`config.mk`:
```
export PLATFORM = sky130hd
export DESIGN_NAME = alu_status_flags
export DESIGN_NICKNAME = d
export VERILOG_FILES = /design/src/alu_flags_pkg.sv /design/src/alu_flag_calc.sv /design/src/alu_status_flags.sv
export VERILOG_INCLUDE_DIRS = /design/src /design/src/src
export SDC_FILE = /design/constraint.sdc
export NUM_CORES = 1
export LEC_CHECK = 0
export BUFFER_PORTS_ARGS = -buffer_cell sky130_fd_sc_hd__buf_2
export CAP_MARGIN = 10
export CORE_MARGIN = 5
export CORE_UTILIZATION = 53
export DETAILED_ROUTE_END_ITERATION = 10
export PLACE_DENSITY = 0.84
export SKIP_CTS_REPAIR_TIMING = 1
export SLEW_MARGIN = 20
export SYNTH_ARGS = -nofsm -noshare
export SYNTH_HDL_FRONTEND = slang
export SYNTH_SLANG_ARGS = --single-unit
```
`constraint.sdc`:
```
create_clock -name sys_clk_i -period 0.8 [get_ports sys_clk_i]
set_input_delay 0.2 -clock sys_clk_i [delete_from_list [all_inputs] [get_ports sys_clk_i]]
set_output_delay 0.2 -clock sys_clk_i [all_outputs]
set_load 0.005 [all_outputs]
```
`src/alu_flags_consts.svh`:
```
`ifndef ALU_FLAGS_CONSTS_SVH
`define ALU_FLAGS_CONSTS_SVH
// ----------------------------------------
// register map and field layout
// ----------------------------------------
`define FLAG_REG_ADDR     12'hfd8
`define FLAG_REG_RESET    8'h00
`define FLAG_BIT_NEG      4
`define FLAG_BIT_WRAP     3
`define FLAG_BIT_ZERO     2
`define FLAG_BIT_NIBBLE   1
`define FLAG_BIT_CARRY    0
`define FLAG_IMPL_MASK    8'h1f
`endif

```
`src/alu_flags_pkg.sv`:
```
package alu_flags_pkg;
   // ----------------------------------------
   // operation codes from the execution unit
   // ----------------------------------------
   typedef enum logic [3:0] {
      op_none            = 4'h0,
      add_w_to_file      = 4'h1,
      add_literal_to_w   = 4'h2,
      sub_w_from_literal = 4'h3,
      sub_w_from_file    = 4'h4,
      clear_file_op      = 4'h5,
      bit_clear_op       = 4'h6,
      bit_set_op         = 4'h7,
      nibble_swap_op     = 4'h8,
      file_to_file_move  = 4'h9,
      w_to_file_move     = 4'ha,
      rotate_right_op    = 4'hb,
      rotate_left_op     = 4'hc,
      logic_and_op       = 4'hd,
      logic_or_op        = 4'he,
      logic_xor_op       = 4'hf
   } alu_op_t;

   // one execute request
   typedef struct packed {
      logic        valid;
      alu_op_t     op;
      logic [7:0]  a;      // file or literal operand
      logic [7:0]  w;      // working register
      logic [11:0] dest;   // destination address
      logic        dest_f; // result goes to file, not w
      logic        carry_in;
   } exec_req_t;

   // flag outcome of one operation
   typedef struct packed {
      logic [7:0] result;
      logic [4:0] flags;   // neg, wrap, zero, nibble, carry
      logic [4:0] touch;   // which flags the op updates
   } flag_res_t;
endpackage : alu_flags_pkg

```
`src/alu_flag_calc.sv`:
```
`timescale 1ns/1ps
`include "alu_flags_consts.svh"
module alu_flag_calc (
   // operation in
   input  alu_flags_pkg::exec_req_t req_i,
   // result and flags out
   output alu_flags_pkg::flag_res_t res_o
);
   import alu_flags_pkg::*;

   logic [8:0] sum;
   logic [4:0] low;
   logic [7:0] x;
   logic [7:0] y;
   logic [7:0] r;

   // subtract as add of the inverted operand plus one
   always_comb begin
      x = req_i.a;
      y = req_i.w;
      unique case (req_i.op)
         sub_w_from_literal, sub_w_from_file: begin
            y = ~req_i.w;
         end
         default: begin
            y = req_i.w;
         end
      endcase
   end

   // carry-in of one only for subtraction
   always_comb begin
      logic cin;
      cin = (req_i.op == sub_w_from_literal) || (req_i.op == sub_w_from_file);
      sum = {1'b0, x} + {1'b0, y} + {8'h00, cin};
      low = {1'b0, x[3:0]} + {1'b0, y[3:0]} + {4'h0, cin};
   end

   // result and per-op flag updates
   always_comb begin
      r           = 8'h00;
      res_o.flags = 5'h00;
      res_o.touch = 5'h00;
      unique case (req_i.op)
         add_w_to_file, add_literal_to_w, sub_w_from_literal, sub_w_from_file: begin
            r           = sum[7:0];
            res_o.touch = 5'h1f;
            res_o.flags[`FLAG_BIT_CARRY]  = sum[8];
            res_o.flags[`FLAG_BIT_NIBBLE] = low[4];
            // sign flips when both inputs share a sign the result lacks
            res_o.flags[`FLAG_BIT_WRAP]   = (x[7] == y[7]) && (sum[7] != x[7]);
         end
         clear_file_op: begin
            r           = 8'h00;
            res_o.touch = 5'h04;
         end
         logic_and_op, logic_or_op, logic_xor_op: begin
            r = (req_i.op == logic_and_op) ? (req_i.a & req_i.w) :
                (req_i.op == logic_or_op)  ? (req_i.a | req_i.w) : (req_i.a ^ req_i.w);
            res_o.touch = 5'h14;
         end
         rotate_right_op: begin
            r           = {req_i.carry_in, req_i.a[7:1]};
            res_o.touch = 5'h17;
            res_o.flags[`FLAG_BIT_CARRY]  = req_i.a[0];
            res_o.flags[`FLAG_BIT_NIBBLE] = req_i.a[4];
         end
         rotate_left_op: begin
            r           = {req_i.a[6:0], req_i.carry_in};
            res_o.touch = 5'h17;
            res_o.flags[`FLAG_BIT_CARRY]  = req_i.a[7];
            res_o.flags[`FLAG_BIT_NIBBLE] = req_i.a[3];
         end
         nibble_swap_op: begin
            r = {req_i.a[3:0], req_i.a[7:4]};
         end
         bit_clear_op: begin
            r = req_i.a & ~req_i.w; // w carries the bit mask
         end
         bit_set_op: begin
            r = req_i.a | req_i.w;
         end
         file_to_file_move: begin
            r = req_i.a;
         end
         w_to_file_move: begin
            r = req_i.w;
         end
         op_none: begin
            r = req_i.a;
         end
      endcase
      res_o.flags[`FLAG_BIT_NEG]  = r[7];
      res_o.flags[`FLAG_BIT_ZERO] = (r == 8'h00);
      if (!res_o.touch[`FLAG_BIT_NEG]) begin
         res_o.flags[`FLAG_BIT_NEG] = 1'b0;
      end
      if (!res_o.touch[`FLAG_BIT_ZERO]) begin
         res_o.flags[`FLAG_BIT_ZERO] = 1'b0;
      end
      res_o.result = r;
   end

endmodule : alu_flag_calc

```
`src/alu_status_flags.sv`:
```
`timescale 1ns/1ps
`include "alu_flags_consts.svh"
module alu_status_flags (
   // clock and reset
   input  wire logic                     sys_clk_i,
   input  wire logic                     rst_b_i,
   // execute port
   input  wire alu_flags_pkg::exec_req_t exec_i,
   output      logic [7:0]               result_o,
   output      logic                     result_vld_o,
   // software register port
   input  wire logic [11:0]              reg_addr_i,
   input  wire logic [7:0]               reg_wdata_i,
   input  wire logic                     reg_wr_i,
   input  wire logic                     reg_rd_i,
   output      logic [7:0]               reg_rdata_o,
   // flag view
   output      logic [7:0]               flags_o
);
   import alu_flags_pkg::*;

   // ----------------------------------------
   // reset release
   // ----------------------------------------
   logic rst_s1_r;
   logic rst_b_r;

   // two stages so release never lands mid-edge
   always_ff @(posedge sys_clk_i or negedge rst_b_i) begin
      if (!rst_b_i) begin
         rst_s1_r <= 1'b0;
         rst_b_r  <= 1'b0;
      end else begin
         rst_s1_r <= 1'b1;
         rst_b_r  <= rst_s1_r;
      end
   end

   // ----------------------------------------
   // flag computation
   // ----------------------------------------
   flag_res_t  calc;
   exec_req_t  req;
   logic [4:0] flag_r;

   // carry in for rotates comes from the held flag
   always_comb begin
      req          = exec_i;
      req.carry_in = flag_r[`FLAG_BIT_CARRY];
   end

   alu_flag_calc u_calc (
      .req_i (req),
      .res_o (calc)
   );

   // ----------------------------------------
   // register update
   // ----------------------------------------
   logic       exec_hits;
   logic [4:0] flag_nxt;

   assign exec_hits = exec_i.valid && exec_i.dest_f && (exec_i.dest == `FLAG_REG_ADDR);

   // op flags first; a destination write lands only from flag-neutral ops
   always_comb begin
      flag_nxt = flag_r;
      if (exec_i.valid) begin
         flag_nxt = (flag_r & ~calc.touch) | (calc.flags & calc.touch);
         // an op that moves any flag shuts its own write out of all five bits
         if (exec_hits && (calc.touch == 5'h00)) begin
            flag_nxt = calc.result[4:0];
         end
      end else if (reg_wr_i && (reg_addr_i == `FLAG_REG_ADDR)) begin
         flag_nxt = reg_wdata_i[4:0];
      end
   end

   // flags commit at end of execute cycle
   always_ff @(posedge sys_clk_i or negedge rst_b_r) begin
      if (!rst_b_r) begin
         flag_r <= 5'h00;
      end else begin
         flag_r <= flag_nxt;
      end
   end

   // ----------------------------------------
   // result and read data
   // ----------------------------------------
   always_ff @(posedge sys_clk_i or negedge rst_b_r) begin
      if (!rst_b_r) begin
         result_o     <= 8'h00;
         result_vld_o <= 1'b0;
      end else begin
         result_o     <= calc.result;
         result_vld_o <= exec_i.valid;
      end
   end

   // unmapped addresses read zero
   always_ff @(posedge sys_clk_i or negedge rst_b_r) begin
      if (!rst_b_r) begin
         reg_rdata_o <= 8'h00;
      end else if (reg_rd_i && (reg_addr_i == `FLAG_REG_ADDR)) begin
         reg_rdata_o <= {3'h0, flag_r};
      end else begin
         reg_rdata_o <= 8'h00;
      end
   end

   assign flags_o = {3'h0, flag_r};
endmodule : alu_status_flags

```
## Word-level counts from Yosys, hierarchy flattened

Index checks and enable logic that the tools add are counted.

| word-level totals | value |
|---|---|
| bits in registers | 24 |
| bits of input ports | 59 |
| output and inout bits | 25 |
| word-level logic and storage cells | 67 |

| operators by class | value |
|---|---|
| add/sub/neg operators | 4 |
| equal/unequal tests | 19 |
| muxes and demuxes | 13 |
| bitwise gates (word level) | 9 |
| reductions and logical operators | 16 |

Operators with widths:

| cell | number |
|---|---|
| case mux 8 bit (10 select lines) | 1 |
| == test 4 bit (second input constant) | 8 |
| == test 12 bit (second input constant) | 2 |
| two-way mux 8 bit | 3 |
| two-way mux 5 bit | 4 |
| case mux 5 bit (4 select lines) | 1 |
| bitwise AND 8 bit | 2 |
| == test 4 x 3 -> 1 bit (second input constant) | 4 |
| bitwise AND 5 bit | 2 |
| adder 8 x 8 -> 9 bit | 1 |
| adder 9 x 1 -> 9 bit | 1 |
| == test 4 x 2 -> 1 bit (second input constant) | 2 |
| logical NOT 8 bit | 1 |
| NOT 8 bit | 1 |
| bitwise OR 8 bit | 1 |
| XOR 8 bit | 1 |
| logical AND 1 bit | 6 |
| case mux 2 bit (3 select lines) | 1 |
| OR reduction 2 bit | 3 |
| adder 4 x 4 -> 5 bit | 1 |
| adder 5 x 1 -> 5 bit | 1 |
| logical NOT 5 bit | 1 |
| NOT 5 bit | 1 |
| bitwise OR 5 bit | 1 |
| 9 further kinds | 11 |

## Logic depth before layout (Yosys ltp)

| depth | value |
|---|---|
| depth in word-level cells | 12 |
| gate-level depth with buffers | 12 |
| depth with buffers taken out | 11 |

## By module

A second synthesis with hierarchy kept.

| second synthesis, totals | value |
|---|---|
| cell total of the unflattened synthesis | 358 |
| area, all modules | 2876.5 um^2 |

Modules (own cells, without submodules):

| module | instances | cells each | area an instance (um^2) | sequential area each (um^2) |
|---|---|---|---|---|
| alu_flag_calc | 1 | 275 | 1945.6 | 0.0 |
| alu_status_flags | 1 | 83 | 930.9 | 525.5 |

## Worst setup path before layout

OpenSTA, ideal clock, no wires.

| timing path | value |
|---|---|
| kind | input -> register |
| start | input exec_i[33] (netlist bit) |
| end | register with a tool-made name |
| library setup time | 95 ps |
| data arrival time | 3083 ps |
| data required time | 705 ps |
| setup slack | -2378 ps |
| stages on the path | 12 |
| path buffers | 1 |
| path through | buf_2 > nor4b_1 > nor2_1 > xnor2_1 > ha_1 > a21oi_1 > o21ai_0 > o41a_1 > a21o_1 > and2_1 > a311o_1 > o32ai_2 |

RTL lines:

| element | line | text |
|---|---|---|
| from (decl) | alu_status_flags.sv:8 | `input wire alu_flags_pkg::exec_req_t exec_i,` |

==> summary.txt <==
Status
  • Outcome: finished with violations
  • Failing checks: setup timing

Clock network
  • CTS clk-pin slew, worst paths: 0.07 ns
  • Clk Latency, worst-skew pair: 0.26 ns
  • Max clock buf depth: 2
  • CTS Buf Count: 3
  • CTS root buf: clkbuf_8
  • H-tree levels: 1
  • CTS Sinks: 21
  • CTS tree: done

Power
  • Reg power frac: 27.2%
  • P_sw: 0.00174 W
  • Clock power frac: 14.7%
  • Total internal power: 0.00288 W
  • Maximum vdd drop: 0.000973 V
  • Pwr dens: 1090 nW/µm²
  • Net Sw Frac: 37.6%
  • Gate power share: 58.1%
  • Leakage power total: 2.14 nW

Finish
  • Layout filler cell count: 277
  • Ant diodes: 0
  • Multi-input logic area: 2230 µm²
  • Reg area: 526 µm²
  • Share of post-route cells with drive strength above 1: 46.2%
  • Fin cells: 559
  • Design area: 4250 µm²
  • Final nets: 583
  • Syn-to-layout area delta: 54.2%
  • Post-layout util: 83.7%

Setup path
  • Worst Reg-to-Reg Cells: 7
  • CP peak stage delay: 0.38 ns
  • Critical Path Slowest Stage Cell: or3_4
  • Worst EP required: 0.96 ns
  • CP top delay family: simple AND/OR/NAND/NOR gates
  • Setup crit end kind: flop
  • Crit path DAT: 2.97 ns
  • Worst-path maximum fanout: 4
  • Crit path cell chain: buf_2 -> nor4bb_4 -> nor2_4 -> xnor2_1 -> ha_1 -> a21oi_2 -> o21ai_2 -> buf_4 -> or3_1 -> a31o_2 -> or3_4 -> o32ai_2
  • Setup Crit Path Kind: in2reg
  • Reg2Reg Setup Slack: -1.04 ns
  • Critical Path Source Type: input pin
  • Buf/Inv on CP: 2

Place
  • Area post-placement: 3920 µm²
  • Placed Cells: 550
  • Post-DP HPWL: 7600 µm
  • Port buffer count: 73
  • Placer congestion estimate: 1.05

Floorplan
  • Starting Density: 54.3%
  • Chip Width: 82.1 µm
  • Std cell rows: 26
  • Die H: 82.1 µm
  • I/O pins: 84
  • Core ar.: 5070 µm²
  • Full die area: 6740 µm²

Hold path
  • Hold Path Class: in2reg
  • HP Start: reg_rd_i
  • Hold path cells: 2
  • Min-Delay Endpoint: reg_rdata_o[0]

STA
  • Hold WS: 0.241 ns
  • Final Skew: 0.00452 ns
  • RSZ-0062 raised after global routing: yes
  • Minimum clock period: 2.81 ns
  • Slew HR: 66.5%
  • Final worst slack: -2.01 ns
  • Pins Over Slew Limit: 0
  • Measured slew at the worst slew-check pin: 0.502 ns
  • Crit share post-route: 351%
  • Final Hold Viols: 0
  • FMAX: 356 MHz
  • # setup viols final: 37

Synth
  • EDFF count, synth: 0
  • Sequential-to-total area share from yosys stat: 19.1%
  • FF+latch count, synth: 21
  • Post-Syn Area per Cell: 8.47 µm²
  • Cell taking the most area after synthesis: dfrtp_1
  • Synth top area share: 19.1%
  • FFs w/ async S/R, synth: 100%
  • Synth Warn #: 0
  • Commonest cells post-synth: ha_1, inv_1, dfrtp_1
  • Top cells by area, synth: dfrtp_1, ha_1, mux2i_1
  • Area of the mapped netlist: 2750 µm²
  • Mapped Cells: 325
  • Netlist cell types: 69
  • Most used DFF post-synth: dfrtp_1
  • Count leader, synth: ha_1

GRT
  • Overflow after GRT: 0
  • Largest net degree at the start of global routing: 37
  • Global-route wire length before repair: 14900 µm
  • Vias in the first global route: 3245
  • Gr usage total: 27.9%
  • Antenna violations before repair: 0

Drt
  • First-pass DRT Iterations: 6
  • Post-DRT Antenna Nets: 0
  • DRT iter0 DRCs: 593
  • DR vias: 3627
  • DRC: 0
  • Vias/cell: 6.49
  • Average wire per standard cell: 20.5 µm
  • Final wirelength: 11500 µm

Flow run
  • Max-Cap Viols: 0
power by group through the flow:
stage / clock network [W] / logic, W / registers [W]
after floorplan: 0 / 0.00113 / 0.00128
after global placement: 0 / 0.00218 / 0.00125
after detailed placement: 0 / 0.00226 / 0.00126
after CTS: 0.000676 / 0.00228 / 0.00124
after global routing: 0.000750 / 0.00283 / 0.00126
final: 0.000680 / 0.00268 / 0.00126
per-layer routing:
metal	wire [µm]	track usage, %	up-vias
met3	1210	3.95	97
met4	755	9.47	0
met5	0	0	-
met2	5410	48.7	318
met1	4110	34.8	1670
li1	-	-	1542
layout make-up:
cell class,count,share of cell area (%)
tap,70,2.06
clock inverter,1,0.118
inverter,24,2.18
multi-input combinational,261,52.6
clock buffer,3,0.972
sequential,21,12.4
timing repair buffer,179,29.7
worst reg2reg max path, cell delays in order, from the launching register on:
cell,delay [ns]
dfrtp_1,0.40
nand3b_1,0.11
a21oi_1,0.08
a221oi_2,0.20
a31oi_2,0.17
nor4_1,0.32
nand3b_1,0.16
o32ai_2,0.30
metrics by stage:
step	setup slack [ns]	TNS [ns]	power (W)
after detailed placement	-2.25	-26.49	0.00352
after CTS	-1.99	-24.97	0.00419
after global routing	-2.10	-26.18	0.00485
final	-2.01	-24.59	0.00461
after global placement	-2.07	-24.77	0.00343
after floorplan	-2.02	-20.45	0.00241
placed cells by master (no fill, tap or decap), drive strengths merged, types with 4 or more instances in the layout:
master / Yosys / routed
buf: 18 / 178
ha: 33 / 33
inv: 24 / 24
dfrtp: 21 / 21
a21oi: 17 / 17
nor2: 16 / 16
mux2i: 15 / 15
nand2: 14 / 14
o21ai: 13 / 13
nor3: 10 / 10
xnor2: 9 / 9
nand3b: 8 / 8
conb: 2 / 7
nor2b: 6 / 6
mux2: 6 / 6
and3: 6 / 6
nand2b: 5 / 5
a32oi: 5 / 5
o22ai: 4 / 4
a21o: 4 / 4
nor3b: 4 / 4
nor4: 4 / 4
a31oi: 4 / 4
o32ai: 4 / 4
worst max path at each step:
stage	from	end	slack [ns]	depth (start not counted)
5_1_grt	exec_i[31]	flop	-2.10	13
2_1_floorplan	exec_i[31]	flop	-2.02	12
6_report	exec_i[31]	flop	-2.01	12
4_1_cts	exec_i[31]	flop	-1.99	12
3_3_place_gp	exec_i[33]	flop	-2.07	12
3_5_place_dp	exec_i[31]	flop	-2.25	12
logic make-up after synthesis:
kind of cell	share of synthesized area, %
AO/OA/AOI/OAI	25.2
XOR/XNOR	3.50
adder cells (fa/ha/maj)	15.7
buffers and inverters	8.18
flip-flops	19.1
multiplexers	8.72
other	0.273
AND/OR/NAND/NOR	19.4
(Power assumes the default switching activity.)
